==> config.mk <==
export PLATFORM = sky130hd
export DESIGN_NAME = ipr_regs
export DESIGN_NICKNAME = d
export VERILOG_FILES = /design/src/ipr_pkg.sv /design/src/ipr_regs.sv
export SDC_FILE = /design/constraint.sdc
export NUM_CORES = 1
export LEC_CHECK = 0
export ABC_AREA = 1
export BUFFER_PORTS_ARGS = -buffer_cell sky130_fd_sc_hd__buf_2
export CORE_AREA = 3 3 101 103
export DETAILED_ROUTE_END_ITERATION = 16
export DIE_AREA = 0 0 104 106
export GPL_TIMING_DRIVEN = 1
export HOLD_SLACK_MARGIN = 0.03
export PLACE_DENSITY = 0.88
export SETUP_SLACK_MARGIN = 0.02
export SLEW_MARGIN = 15
export SYNTH_ARGS = -nofsm -noshare
export SYNTH_HDL_FRONTEND = slang
export SYNTH_SLANG_ARGS = --single-unit
==> constraint.sdc <==
create_clock -name sys_clk_in -period 4.57 [get_ports sys_clk_in]
set_input_delay 0.914 -clock sys_clk_in [delete_from_list [all_inputs] [get_ports sys_clk_in]]
set_output_delay 0.914 -clock sys_clk_in [all_outputs]
set_load 0.01 [all_outputs]
==> src/ipr_pkg.sv <==
// Purpose: Shared constants and types for the interrupt priority register block
// Assumes: APB with 32-bit data, one aligned word per register
// Notes: Offsets are chosen locally; fields are 3 bits in four slots per register
package ipr_pkg;
    localparam int unsigned NUM_REGS = 4;
    localparam int unsigned NUM_SRC = 15;
    localparam int unsigned PRIO_W = 3;
    localparam logic [11:0] OFS_CC_A = 12'h000;
    localparam logic [11:0] OFS_TDC = 12'h004;
    localparam logic [11:0] OFS_TI2C = 12'h008;
    localparam logic [11:0] OFS_CET = 12'h00c;
    // Field low-bit positions inside a 16-bit register
    localparam int unsigned POS_F3 = 12;
    localparam int unsigned POS_F2 = 8;
    localparam int unsigned POS_F1 = 4;
    localparam int unsigned POS_F0 = 0;
    localparam logic [2:0] PRIO_RESET = 3'h4;
    localparam logic [2:0] PRIO_OFF = 3'h0;
    // Writable masks per register
    localparam logic [15:0] MASK_FULL = 16'h7777;
    localparam logic [15:0] MASK_TDC = 16'h7707;
    localparam logic [15:0] RST_FULL = 16'h4444;
    localparam logic [15:0] RST_TDC = 16'h4404;

    typedef struct packed {
        logic [15:0] cc_a_reg;
        logic [15:0] tdc_reg;
        logic [15:0] ti2c_reg;
        logic [15:0] cet_reg;
        logic [31:0] prdata_reg;
        logic pslverr_reg;
    } ipr_state_t;

    typedef struct packed {
        logic [2:0] compare7_priority;
        logic [2:0] compare6_priority;
        logic [2:0] compare5_priority;
        logic [2:0] capture6_priority;
        logic [2:0] timer6_priority;
        logic [2:0] dma_ch4_done_priority;
        logic [2:0] compare8_priority;
        logic [2:0] timer8_priority;
        logic [2:0] i2c_b_master_priority;
        logic [2:0] i2c_b_slave_priority;
        logic [2:0] timer7_priority;
        logic [2:0] can_b_rx_ready_priority;
        logic [2:0] ext_irq4_priority;
        logic [2:0] ext_irq3_priority;
        logic [2:0] timer9_priority;
    } ipr_prio_t;
endpackage

==> src/ipr_regs.sv <==
// Purpose: Four interrupt priority registers on APB, with per-source level and gated request outputs
// Assumes: Single 10 MHz clock, synchronous active-low reset, APB master per protocol
// Notes: Zero wait states; unmapped address answers with pslverr and reads zero
// Notes: Offsets 0x000 to 0x00c, each 16-bit register in the low half of its word
// Notes: Requests of sources at code zero are masked before they leave the block
// Notes on behaviour
// Each priority field is three bits; code 7 is the highest peripheral level.
// Code 1 is lowest enabled level; codes 2 to 6 map linearly.
// Code 0 disables the source so it never requests an interrupt.
// Unimplemented bits, including bits 7-3 of second register, read zero.
// Reset loads each field with 100, level four; all fields read-write.
// First register: compare7, compare6, compare5, capture6 from high to low.
// Second register: timer6, dma channel 4 done, compare8; bits 7-3 absent.
// Third register: timer8, i2c b master, i2c b slave, timer7.
// Fourth register: can b receive ready, ext irq4, ext irq3, timer9.
// Writes apply for the next arbitration; writes to absent bits ignored.
//
// The address map and the APB register port were left to the implementer.
`timescale 1ns/1ns
module ipr_regs (
    input wire logic sys_clk_in,
    input wire logic rstn_in,
    input wire logic psel_in,
    input wire logic penable_in,
    input wire logic pwrite_in,
    input wire logic [11:0] paddr_in,
    input wire logic [31:0] pwdata_in,
    input wire logic [3:0] pstrb_in,
    input wire logic [ipr_pkg::NUM_SRC-1:0] src_req_in,
    output logic [31:0] prdata_out,
    output logic pready_out,
    output logic pslverr_out,
    output ipr_pkg::ipr_prio_t prio_out,
    output logic [ipr_pkg::NUM_SRC*3-1:0] level_out,
    output logic [ipr_pkg::NUM_SRC-1:0] req_active_out
);
    ipr_pkg::ipr_state_t st_reg;
    ipr_pkg::ipr_state_t st_next;
    logic access;
    logic [15:0] wmask;
    logic [15:0] rdval;
    logic hit;
    logic [15:0] lane_mask;
    logic [ipr_pkg::NUM_SRC*3-1:0] flat;

    // Access phase of an APB transfer; no wait states are ever inserted
    assign access = psel_in && penable_in;
    assign pready_out = 1'b1;
    assign prdata_out = st_reg.prdata_reg;
    assign pslverr_out = st_reg.pslverr_reg & access;
    // Only the two low byte lanes carry register bits
    assign lane_mask = {{8{pstrb_in[1]}}, {8{pstrb_in[0]}}};

    // Address decode with read value and writable mask per register
    always_comb begin
        hit = 1'b1;
        wmask = ipr_pkg::MASK_FULL;
        rdval = 16'h0000;
        unique case (paddr_in)
            ipr_pkg::OFS_CC_A: rdval = st_reg.cc_a_reg;
            ipr_pkg::OFS_TDC: begin
                rdval = st_reg.tdc_reg;
                wmask = ipr_pkg::MASK_TDC;
            end
            ipr_pkg::OFS_TI2C: rdval = st_reg.ti2c_reg;
            ipr_pkg::OFS_CET: rdval = st_reg.cet_reg;
            default: begin
                hit = 1'b0;
                wmask = 16'h0000;
            end
        endcase
    end

    // Next state: writes merge under mask so absent bits stay zero
    always_comb begin
        st_next = st_reg;
        st_next.pslverr_reg = psel_in && !penable_in && !hit;
        if (psel_in && !penable_in && !pwrite_in) begin
            st_next.prdata_reg = {16'h0000, rdval & wmask};
        end
        if (access && pwrite_in && hit) begin
            unique case (paddr_in)
                ipr_pkg::OFS_CC_A: st_next.cc_a_reg = pwdata_in[15:0] & wmask & lane_mask;
                ipr_pkg::OFS_TDC: st_next.tdc_reg = (st_reg.tdc_reg & ~(wmask & lane_mask))
                    | (pwdata_in[15:0] & wmask & lane_mask);
                ipr_pkg::OFS_TI2C: st_next.ti2c_reg = pwdata_in[15:0] & wmask & lane_mask;
                default: st_next.cet_reg = pwdata_in[15:0] & wmask & lane_mask;
            endcase
            if (paddr_in == ipr_pkg::OFS_CC_A) st_next.cc_a_reg |= st_reg.cc_a_reg & ~lane_mask;
            if (paddr_in == ipr_pkg::OFS_TI2C) st_next.ti2c_reg |= st_reg.ti2c_reg & ~lane_mask;
            if (paddr_in == ipr_pkg::OFS_CET) st_next.cet_reg |= st_reg.cet_reg & ~lane_mask;
        end
        if (!rstn_in) begin
            st_next = '0;
            st_next.cc_a_reg = ipr_pkg::RST_FULL;
            st_next.tdc_reg = ipr_pkg::RST_TDC;
            st_next.ti2c_reg = ipr_pkg::RST_FULL;
            st_next.cet_reg = ipr_pkg::RST_FULL;
        end
    end

    // Single state register, synchronous reset folded into the next value
    always_ff @(posedge sys_clk_in) begin
        st_reg <= st_next;
    end

    // Field extraction in source order
    always_comb begin
        prio_out.compare7_priority = st_reg.cc_a_reg[ipr_pkg::POS_F3 +: 3];
        prio_out.compare6_priority = st_reg.cc_a_reg[ipr_pkg::POS_F2 +: 3];
        prio_out.compare5_priority = st_reg.cc_a_reg[ipr_pkg::POS_F1 +: 3];
        prio_out.capture6_priority = st_reg.cc_a_reg[ipr_pkg::POS_F0 +: 3];
        prio_out.timer6_priority = st_reg.tdc_reg[ipr_pkg::POS_F3 +: 3];
        prio_out.dma_ch4_done_priority = st_reg.tdc_reg[ipr_pkg::POS_F2 +: 3];
        prio_out.compare8_priority = st_reg.tdc_reg[ipr_pkg::POS_F0 +: 3];
        prio_out.timer8_priority = st_reg.ti2c_reg[ipr_pkg::POS_F3 +: 3];
        prio_out.i2c_b_master_priority = st_reg.ti2c_reg[ipr_pkg::POS_F2 +: 3];
        prio_out.i2c_b_slave_priority = st_reg.ti2c_reg[ipr_pkg::POS_F1 +: 3];
        prio_out.timer7_priority = st_reg.ti2c_reg[ipr_pkg::POS_F0 +: 3];
        prio_out.can_b_rx_ready_priority = st_reg.cet_reg[ipr_pkg::POS_F3 +: 3];
        prio_out.ext_irq4_priority = st_reg.cet_reg[ipr_pkg::POS_F2 +: 3];
        prio_out.ext_irq3_priority = st_reg.cet_reg[ipr_pkg::POS_F1 +: 3];
        prio_out.timer9_priority = st_reg.cet_reg[ipr_pkg::POS_F0 +: 3];
    end

    // Level is the field value itself: 1..7 linear, 0 means disabled
    assign flat = prio_out;
    assign level_out = flat;

    // Per-source gating: a source at code zero never requests
    genvar gi;
    generate
        for (gi = 0; gi < ipr_pkg::NUM_SRC; gi++) begin : g_src
            assign req_active_out[gi] = src_req_in[gi] && (flat[gi*3 +: 3] != ipr_pkg::PRIO_OFF);
            // Per source: code zero keeps it quiet, any other code lets its request through
            gate_zero_a: assert property (@(posedge sys_clk_in) disable iff (!rstn_in)
                (flat[gi*3 +: 3] == ipr_pkg::PRIO_OFF) |-> !req_active_out[gi])
                else $error("quiet source requested");
            gate_pass_a: assert property (@(posedge sys_clk_in) disable iff (!rstn_in)
                (src_req_in[gi] && flat[gi*3 +: 3] != ipr_pkg::PRIO_OFF) |-> req_active_out[gi])
                else $error("enabled source blocked");
        end
    endgenerate

    // A disabled timer9 source never presents a request
    disabled_quiet_a: assert property (@(posedge sys_clk_in) disable iff (!rstn_in)
        (prio_out.timer9_priority == 3'h0) |-> !req_active_out[0])
        else $error("disabled source requested");
    // Absent bits of second register stay zero
    absent_bits_a: assert property (@(posedge sys_clk_in) disable iff (!rstn_in)
        st_reg.tdc_reg[7:3] == 5'h00 && st_reg.cc_a_reg[15] == 1'b0)
        else $error("unimplemented bit set");
    // Reset loads level four
    reset_level_a: assert property (@(posedge sys_clk_in)
        !rstn_in |=> prio_out.compare7_priority == 3'h4 && prio_out.compare8_priority == 3'h4)
        else $error("reset level wrong");
    // A full write is visible next cycle
    write_apply_a: assert property (@(posedge sys_clk_in) disable iff (!rstn_in)
        (access && pwrite_in && paddr_in == ipr_pkg::OFS_CC_A && pstrb_in[1])
        |=> prio_out.compare7_priority == $past(pwdata_in[14:12]))
        else $error("write not applied");
    // Second register keeps its high field mapping
    map_tdc_a: assert property (@(posedge sys_clk_in) disable iff (!rstn_in)
        (access && pwrite_in && paddr_in == ipr_pkg::OFS_TDC && pstrb_in[1])
        |=> prio_out.timer6_priority == $past(pwdata_in[14:12]))
        else $error("timer6 field wrong");
    // Third register low field mapping
    map_ti2c_a: assert property (@(posedge sys_clk_in) disable iff (!rstn_in)
        (access && pwrite_in && paddr_in == ipr_pkg::OFS_TI2C && pstrb_in[0])
        |=> prio_out.timer7_priority == $past(pwdata_in[2:0]))
        else $error("timer7 field wrong");
    // Fourth register high field mapping
    map_cet_a: assert property (@(posedge sys_clk_in) disable iff (!rstn_in)
        (access && pwrite_in && paddr_in == ipr_pkg::OFS_CET && pstrb_in[1])
        |=> prio_out.can_b_rx_ready_priority == $past(pwdata_in[14:12]))
        else $error("can field wrong");
    // Level output equals field code, top code is seven
    level_code_a: assert property (@(posedge sys_clk_in) disable iff (!rstn_in)
        level_out[2:0] == st_reg.cet_reg[2:0] && level_out[44:42] == st_reg.cc_a_reg[14:12])
        else $error("level mapping wrong");
    // First register low field mapping
    map_cc_a: assert property (@(posedge sys_clk_in) disable iff (!rstn_in)
        (access && pwrite_in && paddr_in == ipr_pkg::OFS_CC_A && pstrb_in[0])
        |=> prio_out.capture6_priority == $past(pwdata_in[2:0]))
        else $error("capture6 field wrong");
    // First register, second field from the top
    map_cmp6_a: assert property (@(posedge sys_clk_in) disable iff (!rstn_in)
        (access && pwrite_in && paddr_in == ipr_pkg::OFS_CC_A && pstrb_in[1])
        |=> prio_out.compare6_priority == $past(pwdata_in[10:8]))
        else $error("compare6 field wrong");
    // First register, third field from the top
    map_cmp5_a: assert property (@(posedge sys_clk_in) disable iff (!rstn_in)
        (access && pwrite_in && paddr_in == ipr_pkg::OFS_CC_A && pstrb_in[0])
        |=> prio_out.compare5_priority == $past(pwdata_in[6:4]))
        else $error("compare5 field wrong");
    // Second register, middle field
    map_dma4_a: assert property (@(posedge sys_clk_in) disable iff (!rstn_in)
        (access && pwrite_in && paddr_in == ipr_pkg::OFS_TDC && pstrb_in[1])
        |=> prio_out.dma_ch4_done_priority == $past(pwdata_in[10:8]))
        else $error("dma field wrong");
    // Second register, low field below the absent bits
    map_cmp8_a: assert property (@(posedge sys_clk_in) disable iff (!rstn_in)
        (access && pwrite_in && paddr_in == ipr_pkg::OFS_TDC && pstrb_in[0])
        |=> prio_out.compare8_priority == $past(pwdata_in[2:0]))
        else $error("compare8 field wrong");
    // Third register, top field
    map_tmr8_a: assert property (@(posedge sys_clk_in) disable iff (!rstn_in)
        (access && pwrite_in && paddr_in == ipr_pkg::OFS_TI2C && pstrb_in[1])
        |=> prio_out.timer8_priority == $past(pwdata_in[14:12]))
        else $error("timer8 field wrong");
    // Third register, master event field
    map_i2cm_a: assert property (@(posedge sys_clk_in) disable iff (!rstn_in)
        (access && pwrite_in && paddr_in == ipr_pkg::OFS_TI2C && pstrb_in[1])
        |=> prio_out.i2c_b_master_priority == $past(pwdata_in[10:8]))
        else $error("i2c master field wrong");
    // Third register, slave event field
    map_i2cs_a: assert property (@(posedge sys_clk_in) disable iff (!rstn_in)
        (access && pwrite_in && paddr_in == ipr_pkg::OFS_TI2C && pstrb_in[0])
        |=> prio_out.i2c_b_slave_priority == $past(pwdata_in[6:4]))
        else $error("i2c slave field wrong");
    // Fourth register, second field from the top
    map_ext4_a: assert property (@(posedge sys_clk_in) disable iff (!rstn_in)
        (access && pwrite_in && paddr_in == ipr_pkg::OFS_CET && pstrb_in[1])
        |=> prio_out.ext_irq4_priority == $past(pwdata_in[10:8]))
        else $error("ext irq4 field wrong");
    // Fourth register, third field from the top
    map_ext3_a: assert property (@(posedge sys_clk_in) disable iff (!rstn_in)
        (access && pwrite_in && paddr_in == ipr_pkg::OFS_CET && pstrb_in[0])
        |=> prio_out.ext_irq3_priority == $past(pwdata_in[6:4]))
        else $error("ext irq3 field wrong");
    // Fourth register, low field
    map_tmr9_a: assert property (@(posedge sys_clk_in) disable iff (!rstn_in)
        (access && pwrite_in && paddr_in == ipr_pkg::OFS_CET && pstrb_in[0])
        |=> prio_out.timer9_priority == $past(pwdata_in[2:0]))
        else $error("timer9 field wrong");
    // A lane left out of the strobes keeps its byte, so a narrow write cannot clobber a neighbour
    lane_high_hold_a: assert property (@(posedge sys_clk_in) disable iff (!rstn_in)
        (access && pwrite_in && !pstrb_in[1])
        |=> {st_reg.cc_a_reg[15:8], st_reg.tdc_reg[15:8], st_reg.ti2c_reg[15:8], st_reg.cet_reg[15:8]}
            == $past({st_reg.cc_a_reg[15:8], st_reg.tdc_reg[15:8], st_reg.ti2c_reg[15:8], st_reg.cet_reg[15:8]}))
        else $error("high byte changed without strobe");
    // Same for the low byte lane
    lane_low_hold_a: assert property (@(posedge sys_clk_in) disable iff (!rstn_in)
        (access && pwrite_in && !pstrb_in[0])
        |=> {st_reg.cc_a_reg[7:0], st_reg.tdc_reg[7:0], st_reg.ti2c_reg[7:0], st_reg.cet_reg[7:0]}
            == $past({st_reg.cc_a_reg[7:0], st_reg.tdc_reg[7:0], st_reg.ti2c_reg[7:0], st_reg.cet_reg[7:0]}))
        else $error("low byte changed without strobe");
    // A write to an unmapped word must leave every register alone
    unmapped_write_a: assert property (@(posedge sys_clk_in) disable iff (!rstn_in)
        (access && pwrite_in && !hit)
        |=> {st_reg.cc_a_reg, st_reg.tdc_reg, st_reg.ti2c_reg, st_reg.cet_reg}
            == $past({st_reg.cc_a_reg, st_reg.tdc_reg, st_reg.ti2c_reg, st_reg.cet_reg}))
        else $error("unmapped write changed a register");
    // Setup cycles and reads never move a field; only the access phase of a write does
    idle_hold_a: assert property (@(posedge sys_clk_in) disable iff (!rstn_in)
        !(access && pwrite_in)
        |=> {st_reg.cc_a_reg, st_reg.tdc_reg, st_reg.ti2c_reg, st_reg.cet_reg}
            == $past({st_reg.cc_a_reg, st_reg.tdc_reg, st_reg.ti2c_reg, st_reg.cet_reg}))
        else $error("field moved without write");
    // Error response rises only in the access phase of an unmapped transfer
    unmapped_error_a: assert property (@(posedge sys_clk_in) disable iff (!rstn_in)
        (psel_in && !penable_in && !hit) ##1 access |-> pslverr_out)
        else $error("missing error response");
    mapped_okay_a: assert property (@(posedge sys_clk_in) disable iff (!rstn_in)
        (psel_in && !penable_in && hit) ##1 access |-> !pslverr_out)
        else $error("spurious error response");
    // The upper half of the read word carries no register bits
    upper_zero_a: assert property (@(posedge sys_clk_in) disable iff (!rstn_in)
        prdata_out[31:16] == 16'h0000)
        else $error("upper read half not zero");
    // Read data is the register as it stood in the setup cycle
    read_first_a: assert property (@(posedge sys_clk_in) disable iff (!rstn_in)
        (psel_in && !penable_in && !pwrite_in && paddr_in == ipr_pkg::OFS_CC_A)
        |=> prdata_out[15:0] == $past(st_reg.cc_a_reg))
        else $error("first register read wrong");
    // Second register read back, absent bits included
    read_second_a: assert property (@(posedge sys_clk_in) disable iff (!rstn_in)
        (psel_in && !penable_in && !pwrite_in && paddr_in == ipr_pkg::OFS_TDC)
        |=> prdata_out[15:0] == $past(st_reg.tdc_reg))
        else $error("second register read wrong");
    // Third register read back
    read_third_a: assert property (@(posedge sys_clk_in) disable iff (!rstn_in)
        (psel_in && !penable_in && !pwrite_in && paddr_in == ipr_pkg::OFS_TI2C)
        |=> prdata_out[15:0] == $past(st_reg.ti2c_reg))
        else $error("third register read wrong");
    // Fourth register read back
    read_fourth_a: assert property (@(posedge sys_clk_in) disable iff (!rstn_in)
        (psel_in && !penable_in && !pwrite_in && paddr_in == ipr_pkg::OFS_CET)
        |=> prdata_out[15:0] == $past(st_reg.cet_reg))
        else $error("fourth register read wrong");
    // Every register and the bus outputs come out of reset at known values
    reset_regs_a: assert property (@(posedge sys_clk_in)
        !rstn_in |=> st_reg.cc_a_reg == ipr_pkg::RST_FULL && st_reg.tdc_reg == ipr_pkg::RST_TDC
            && st_reg.ti2c_reg == ipr_pkg::RST_FULL && st_reg.cet_reg == ipr_pkg::RST_FULL
            && prdata_out == 32'h00000000 && !pslverr_out)
        else $error("register reset value wrong");
    // The slave never stretches a transfer
    zero_wait_a: assert property (@(posedge sys_clk_in) disable iff (!rstn_in)
        access |-> pready_out)
        else $error("wait state inserted");
    // Read data stands until the next read setup, so a slow master still sees it
    prdata_hold_a: assert property (@(posedge sys_clk_in) disable iff (!rstn_in)
        !(psel_in && !penable_in && !pwrite_in) |=> prdata_out == $past(prdata_out))
        else $error("read data moved");
    // Gap bits between fields of every register stay zero
    spare_bits_a: assert property (@(posedge sys_clk_in) disable iff (!rstn_in)
        (st_reg.cc_a_reg & ~ipr_pkg::MASK_FULL) == 16'h0000 && (st_reg.tdc_reg & ~ipr_pkg::MASK_TDC) == 16'h0000
            && (st_reg.ti2c_reg & ~ipr_pkg::MASK_FULL) == 16'h0000 && (st_reg.cet_reg & ~ipr_pkg::MASK_FULL) == 16'h0000)
        else $error("gap bit set");
endmodule // ipr_regs

==> flow_summary.ini, run 1 <==
[timing]
finalClockSkew_ns = 0.00626
worstMarginPinSlew_ns = 0.900
layout_min_cycle_time_ns = 2.57
tns_ns = 0
slew-limit-headroom_pct = 39.7
rsz0062_at_grt = false
finalMaxSlewViolations = 0
hold_viol_final = 0
post-route-period-util_pct = 56.3
setup_viol = 0
max_freq_mhz = 388

[place]
dp.cells = 794
io_buffers = 163
gp_congestion = 0.914
hpwlAfterDp_um = 8870

[detailed_routing]
drtIter0Drc = 366
drc_errors = 0
vias = 3964
dr.pass1.iters = 5
routedWlPerCell_um = 14.1
vias_per_cell = 4.91
drt-total-wl_um = 11400
antenna_left = 0

[setup_path]
end_kind = flop
cp.required_ns = 4.79
crit_path_cell_trace = buf_2 > nor2_1 > nand2_1 > nor2_4 > o211ai_1 > nand3_1 > inv_1 > a21oi_1 > o21ai_0
critPathKind = input pin to flop
critPathSlowestCell = nand3_1
reg2reg_depth = 4
rrSetupSlack_ns = 3.39
critPathMaxStageDelay_ns = 0.44
crit_fanout = 11
rr_endpoint = prdata_out[9]
crit_arrival_ns = 2.80
r2r_start = level_out[7]
cp-start-kind = input pin

[power_and_ir_drop]
pwr-share-clk_pct = 44.8
leakagePower_nw = 2.23
pwr-share-seq_pct = 48.1
p_per_area_mw_per_mm2 = 251
p_int_mw = 0.849
sw_frac_of_total_pct = 23.2
ir_drop_mv = 0.111
power.net_switching_mw = 0.257
pwr-share-comb_pct = 7.2

[yosys]
syn_avg_cell_area_um2 = 6.71
synthCells = 619
yosys.area.top_type_share_pct = 29.4
synth_area_mm2 = 0.00415
synth_seq_cells = 61
yosysWarnings = 0
synth_top_area_cell = dfxtp_1
yosysUniqueCellTypes = 30
synth.top_cells.by_area = dfxtp_1 (29%), buf_4 (23%), nand2_1 (13%)
synth_seq_area_share_pct = 29.4

[cells_and_area]
final_common_cell = buf_2
nFillCells = 967
layout_common_cells = buf_2 (163), nand2_1 (142), inv_1 (79), dfxtp_1 (61), a21oi_1 (45)
drive_gt1_share_pct = 29.3
fin_cells = 808
area_growth_syn_to_layout_pct = 6.36
antennaDiodeCount = 0
fin_nets = 744
largest_reg_flops = 45

[clock_tree]
clk_pin_slew_ns = 0.06
clkLatencyLatePin_ns = 0.35
clkSinkCount = 61
cts_resized = 0
postCtsHoldBufs = 0
cts-root-buf = clkbuf_8
cts_buffers = 9
cts_tree = done
cts_buffer_depth = 2
post-cts-setup-buffers = 0
htreeDepth = 3

[hold_path]
min-delay-path-class = flop to flop
min_path_cells = 2
hold_end = st_reg[70]
holdCritStartpoint = st_reg[70]

[global_routing]
grt-ovfl-total = 0
grt_pass1_wl_um = 17700
antenna_found_initial = 1
first_global_vias = 3538
grt_max_degree = 28
grt_usage_pct = 20.0

[floorplan]
start_util_pct = 44.7
coreArea_mm2 = 0.00928
dieWidth_um = 104
fp-row-count = 35
num_io_pins = 207
dieArea_mm2 = 0.0110
die_h_um = 106

[status]
status = finished, final reports clean

[job]
cap_violations = 0
==> worst max-delay path: cells and delay by family <==
| kind | cells | cell delay, ns |
|---|---|---|
| AND/OR/NAND/NOR | 4 | 1.00 |
| AO/OA/AOI/OAI | 3 | 0.52 |
| buffers and inverters | 2 | 0.34 |
==> Yosys cell counts, drive strengths merged <==
| master | instances |
|---|---|
| o31a | 6 |
| o31ai | 1 |
| conb | 2 |
| clkinv | 1 |
| nand3 | 27 |
| buf | 130 |
| a21oi | 45 |
| nand4 | 15 |
| dfxtp | 61 |
| a31oi | 9 |
| o21ai | 23 |
| nor2 | 42 |
| o22ai | 9 |
| clkbuf | 8 |
| o211ai | 7 |
| nor3 | 4 |
| inv | 82 |
| nand2 | 147 |
==> area by class of cell <==
type	count	area, µm²	area share (%)
clock buffer	13	169	3.83
clock inverter	1	30.0	0.680
inverter	83	312	7.06
multi-input combinational	356	1690	38.3
sequential	61	1220	27.7
tap	129	161	3.66
timing repair buffer	165	831	18.8
==> per-layer routing <==
| layer | wire (µm) | GRT usage, % | part of all wire [%] |
|---|---|---|---|
| met3 | 1200 | 6.19 | 11 |
| met2 | 5100 | 31.7 | 45 |
| met5 | 7 | 0 | 0.061 |
| met4 | 187 | 7.50 | 1.6 |
| met1 | 4890 | 25.6 | 43 |
==> through the flow <==
stage | setup WS, ns | util (%) | area (µm²) | hold slack, ns | total power, mW
floorplan | 2.41 | - | 4220 | 0.407 | 0.599
global placement | 1.78 | 45.4 | 4220 | 0.415 | 0.622
detailed placement | 1.70 | 45.4 | 4220 | 0.422 | 0.622
CTS | 2.05 | 47.6 | 4420 | 0.430 | 1.11
global route | 1.77 | 47.6 | 4420 | 0.452 | 1.14
finish | 2.00 | 47.6 | 4420 | 0.433 | 1.11
==> kinds of logic after synthesis <==
family / count (synthesis) / synth area share (%)
flops: 61 / 29.4
compound gates: 100 / 13.7
other cells: 2 / 0.181
simple gates: 235 / 25.1
buf+inv: 221 / 31.6
==> power groups by stage <==
stage / Clock (mW) / Combinational, mW / Sequential (mW)
2_1_floorplan: 0 / 0.0552 / 0.544
6_report: 0.495 / 0.0793 / 0.532
4_1_cts: 0.501 / 0.0786 / 0.532
3_3_place_gp: 0 / 0.0777 / 0.544
3_5_place_dp: 0 / 0.0782 / 0.544
5_1_grt: 0.522 / 0.0886 / 0.532
==> worst max path at each step <==
stage,from,to,cells after the start
6_report,paddr_in[7],level_out[8],9
5_1_grt,paddr_in[7],level_out[4],11
4_1_cts,paddr_in[7],level_out[8],9
3_5_place_dp,paddr_in[7],level_out[8],9
3_3_place_gp,paddr_in[11],level_out[4],11
2_1_floorplan,paddr_in[11],level_out[29],8
Note: power is estimated with default switching activity, not from simulation.
==> run 2, diff against run 1 <==
CORE_AREA = 3 3 104 106   (was 3 3 101 103)
DIE_AREA = 0 0 107 109   (was 0 0 104 106)
PLACE_DENSITY = 0.87   (was 0.88)
clock period = 2.26 ns   (was 4.57 ns; I/O delays follow)
==> run 2 against run 1 <==
Against the previous run: first-iteration DRC count grew 4.6%; global-route usage shrank 0.69 points; sequential power grew 100%; via count grew 1.9%; core utilization shrank 1.7 points; routed wire length grew 3.4%; register-to-register slack lost 2.3 ns; die area grew 5.8%; setup slack lost 1.5 ns.
==> flow_summary.ini, run 2 (synthesis results as in run 1) <==
[clock_tree]
clkLatencyLatePin_ns = 0.34
cts_resized = 0
postCtsHoldBufs = 0
cts_tree = done
cts_buffer_depth = 2
clkSinkCount = 61
cts_buffers = 9
clk_pin_slew_ns = 0.07
post-cts-setup-buffers = 0
htreeDepth = 3
cts-root-buf = clkbuf_8

[setup_path]
cp-start-kind = input pin
cp.required_ns = 2.51
critPathMaxStageDelay_ns = 0.32
reg2reg_depth = 4
rr_endpoint = prdata_out[9]
critPathKind = input pin to flop
end_kind = flop
critPathLaunch = paddr_in[11]
crit_buf_inv = 1
r2r_start = level_out[7]
crit_top_cell = nor2_1
crit_fanout = 10
critPathSlowestCell = nor2_1
crit_path_cell_trace = buf_2 > nor2_1 > nand2_1 > nor2_4 > o21ai_2 > nand3_4 > nand2_2 > nor2_1 > a21oi_1 > o21ai_0
cp.depth = 10
rrSetupSlack_ns = 1.07
critPathTopFamily = simple AND/OR/NAND/NOR gates
crit_end = level_out[44]
crit_arrival_ns = 2.05

[power_and_ir_drop]
pwr-share-clk_pct = 43.6
pwr-share-seq_pct = 48.8
ir_drop_mv = 0.332
pwr-share-comb_pct = 7.6
p_int_mw = 1.67
sw_frac_of_total_pct = 24.5
leakagePower_nw = 2.31
total_power_mw = 2.20
power.net_switching_mw = 0.539
p_per_area_mw_per_mm2 = 487

[floorplan]
dieWidth_um = 107
dieArea_mm2 = 0.0117
coreArea_mm2 = 0.00986
start_util_pct = 42.1
fp-row-count = 36
die_h_um = 109
num_io_pins = 207

[cells_and_area]
antennaDiodeCount = 0
final_area_mm2 = 0.00453
fin_nets = 759
layout_common_cells = buf_2 (163), nand2_1 (142), inv_1 (79), dfxtp_1 (61), a21oi_1 (45)
final_common_cell = buf_2
largest_reg_flops = 45
area_growth_syn_to_layout_pct = 9.01
utilization_pct = 45.9
drive_gt1_share_pct = 31.0

[timing]
tns_ns = 0
finalMaxSlewViolations = 0
layout_min_cycle_time_ns = 1.80
setup_ws_ns = 0.462
post-route-period-util_pct = 79.6
hold_viol_final = 0
finalClockSkew_ns = 0.00403
max_freq_mhz = 556
setup_viol = 0
rsz0062_at_grt = false

[detailed_routing]
drt-total-wl_um = 11800
antenna_left = 0
dr.pass1.iters = 6
drc_errors = 0
drtIter0Drc = 383
routedWlPerCell_um = 14.2
vias = 4039
vias_per_cell = 4.87

[hold_path]
min-delay-path-class = flop to flop

[global_routing]
antenna_found_initial = 1
grt_pass1_wl_um = 17700
grt_usage_pct = 19.3
grt_max_degree = 25
grt-ovfl-total = 0
first_global_vias = 3539

[place]
hpwlAfterDp_um = 9240
gp_congestion = 0.906
pre_cts_ws_ns = 0.156
post_dp_cell_area_mm2 = 0.00433
io_buffers = 163

[job]
cap_violations = 0

[status]
status = finished, final reports clean
[run 2: changes by cell type in the layout (fill, tap and decap cells not counted)]
cell / change
clkbuf_8: -2
clkinv_2: +4
buf_4: +15
[run 2: worst min-delay path by stage]
stage	from	to	slack, ns	cells past startpoint
2_1_floorplan	st_reg[69]	st_reg[69]	0.41	2
3_3_place_gp	st_reg[69]	st_reg[69]	0.41	2
3_5_place_dp	st_reg[71]	st_reg[71]	0.42	2
4_1_cts	st_reg[71]	st_reg[71]	0.43	2
5_1_grt	penable_in	st_reg[0]	0.44	4
6_report	st_reg[71]	st_reg[71]	0.43	2
[run 2: power groups by stage]
| stage | combinational, mW | sequential, mW | clock, mW |
|---|---|---|---|
| 6_report | 0.167 | 1.08 | 0.962 |
| 4_1_cts | 0.165 | 1.08 | 0.961 |
| 5_1_grt | 0.184 | 1.07 | 1.02 |
| 2_1_floorplan | 0.112 | 1.10 | 0 |
| 3_3_place_gp | 0.162 | 1.10 | 0 |
| 3_5_place_dp | 0.164 | 1.10 | 0 |
[run 2: stage by stage]
stage,hold WS (ns),instances
floorplan,0.407,638
global placement,0.415,813
detailed placement,0.417,813
CTS,0.428,829
global route,0.443,829
finish,0.427,829
[run 2: final cells by class]
class / count / area, µm²
multi-input combinational: 356 / 1690
clock buffer: 11 / 141
tap: 133 / 166
inverter: 83 / 312
sequential: 61 / 1220
timing repair buffer: 180 / 943
clock inverter: 5 / 50.0
fill: 1037 / 5340
[run 2: routing by layer]
layer	global-route usage, %	share of wire (%)	up-vias
met5	0	0.059	-
met4	5.30	1.5	2
met3	4.97	11	22
met2	32.1	46	246
met1	24.9	42	1799
li1	-	-	1970
[run 2: worst min-delay path: stages (launching register included)]
cell and delay (ns):
dfxtp_1 0.31, nand2_1 0.05, inv_1 0.03
==> run 3, diff against run 2 <==
CORE_AREA = 3 3 101 103   (was 3 3 104 106)
DIE_AREA = 0 0 104 106   (was 0 0 107 109)
PLACE_DENSITY = 0.88   (was 0.87)
clock period = 1.7 ns   (was 2.26 ns; I/O delays follow)
==> run 3 against run 2 <==
Against the previous run: worst hold slack got worse by 0.14 ns; setup slack got worse by 0.36 ns; die area decreased by 5.5%; cell count increased by 3.4%; power increased by 39%; critical path type is now flop to primary output; largest cell class unchanged; largest power group unchanged.
==> flow_summary.ini, run 3 (synthesis results as in run 1) <==
[setup_path]
reg2reg_depth = 4
critPathMaxStageDelay_ns = 0.48
critPathSlowestCell = dfxtp_1
rr_endpoint = prdata_out[8]
crit_fanout = 5
r2r_start = level_out[6]
critPathKind = flop to primary output
end_kind = primary output
crit_path_cell_trace = inv_1 > a31oi_1 > buf_2
crit_arrival_ns = 1.25
cp.required_ns = 1.36
rrSetupSlack_ns = 0.46
cp-start-kind = flop

[power_and_ir_drop]
power.net_switching_mw = 0.744
sw_frac_of_total_pct = 24.3
pwr-share-clk_pct = 45.4
p_int_mw = 2.31
total_power_mw = 3.06
ir_drop_mv = 0.325
pwr-share-comb_pct = 7.9
p_per_area_mw_per_mm2 = 633
pwr-share-seq_pct = 46.7
leakagePower_nw = 2.48

[detailed_routing]
routedWlPerCell_um = 14.1
vias_per_cell = 4.87
drc_errors = 0
antenna_left = 0
dr.pass1.iters = 5
vias = 4172
drt-total-wl_um = 12100
drtIter0Drc = 507

[clock_tree]
cts_buffers = 9
clkLatencyLatePin_ns = 0.34
clk_pin_slew_ns = 0.07
cts_tree = done
cts-root-buf = clkbuf_8
htreeDepth = 3
clkSinkCount = 61
cts_buffer_depth = 2

[hold_path]
holdCritStartpoint = psel_in
hold_end = st_reg[0]
min_path_cells = 3
min-delay-path-class = input pin to flop

[floorplan]
dieWidth_um = 104
num_io_pins = 207
die_h_um = 106
coreArea_mm2 = 0.00928
dieArea_mm2 = 0.0110
start_util_pct = 44.7
fp-row-count = 35

[cells_and_area]
fin_nets = 791
largest_reg_flops = 45
regArea_mm2 = 0.00122
drive_gt1_share_pct = 35.2
multi_input_area_mm2 = 0.00171
antennaDiodeCount = 0
layout_common_cells = buf_2 (163), nand2_1 (139), inv_1 (79), dfxtp_1 (60), buf_4 (47)
nFillCells = 948
final_common_cell = buf_2
area_growth_syn_to_layout_pct = 16.3

[global_routing]
antenna_found_initial = 1
grt_usage_pct = 21.2
grt_max_degree = 48
first_global_vias = 3845
grt-ovfl-total = 0
grt_pass1_wl_um = 19000

[place]
hpwlAfterDp_um = 9400
io_buffers = 163
gp_congestion = 0.900

[timing]
hold_ws_ns = 0.286
finalClockSkew_ns = 0.00487
post-route-period-util_pct = 93.8
max_freq_mhz = 627
tns_ns = 0
layout_min_cycle_time_ns = 1.59
rsz0062_at_grt = false
setup_viol = 0
finalMaxSlewViolations = 0
hold_viol_final = 0

[job]
cap_violations = 0

[status]
status = finished, final reports clean
run 3: cell types whose count changed in the layout (fill, tap and decap cells not counted), moves of 2 or more:
cell      previous run  this run
clkinv_2             4         1
nor2_1              36        34
buf_4               17        47
clkbuf_8            10        12
nand2_2              4         7
buf_12               0         2
nor2_2               3         5
nand2_1            142       139
run 3: final cells by class:
| class | instances | area share (%) |
|---|---|---|
| Clock inverter | 3 | 0.881 |
| Multi-Input combinational cell | 356 | 35.5 |
| Tap cell | 129 | 3.34 |
| Timing Repair Buffer | 212 | 25.0 |
| Inverter | 83 | 6.45 |
| Sequential cell | 61 | 25.3 |
| Clock buffer | 13 | 3.50 |
run 3: per-layer routing:
metal  wire length, µm  track usage (%)  vias up
met2              5590             35.4      251
met1              5030             26.2     1859
met3              1210             5.59       28
li1                  -                -     2032
met4               265             8.26        2
met5                13                0        -
run 3: metrics by stage:
stage | area [µm²] | std cells | worst slack [ns] | utilization (%)
after floorplan | 4220 | 638 | 0.109 | -
after CTS | 4780 | 853 | 0.0331 | 51.4
after global placement | 4560 | 837 | -0.111 | 49.2
after global routing | 4830 | 857 | 0.0191 | 52.0
after detailed placement | 4560 | 837 | -0.168 | 49.2
final | 4830 | 857 | 0.106 | 52.0
run 3: critical path: cells and delay by family (launching register included):
family | cells | cell delay (ns)
AO/OA/AOI/OAI | 1 | 0.17
buffers and inverters | 2 | 0.26
flip-flops | 1 | 0.48
run 3: power groups by stage:
stage | sequential [mW] | combinational, mW | clock, mW
after floorplan | 1.46 | 0.148 | 0
after global placement | 1.46 | 0.229 | 0
after detailed placement | 1.46 | 0.233 | 0
after CTS | 1.43 | 0.234 | 1.39
after global routing | 1.43 | 0.264 | 1.46
final | 1.43 | 0.241 | 1.39
run 3: worst max path at each step:
stage          slack (ns)    startpoint  depth (start not counted)           endpoint
2_1_floorplan        0.11  paddr_in[11]                          8      level_out[29]
3_3_place_gp        -0.11   paddr_in[5]                          9      level_out[35]
3_5_place_dp        -0.17   paddr_in[5]                          9      level_out[35]
4_1_cts              0.03  level_out[1]                          3  req_active_out[0]
5_1_grt              0.02  level_out[2]                          3  req_active_out[0]
6_report             0.11  level_out[6]                          3  req_active_out[2]
run 3: what timing repair did:
item | CTS | global route
hold buffers | 0 | 0
gates resized for setup | 0 | 9
setup buffers | 0 | 4
endpoints found under the setup margin | 0 | 34
endpoints found under the hold margin | 0 | 0
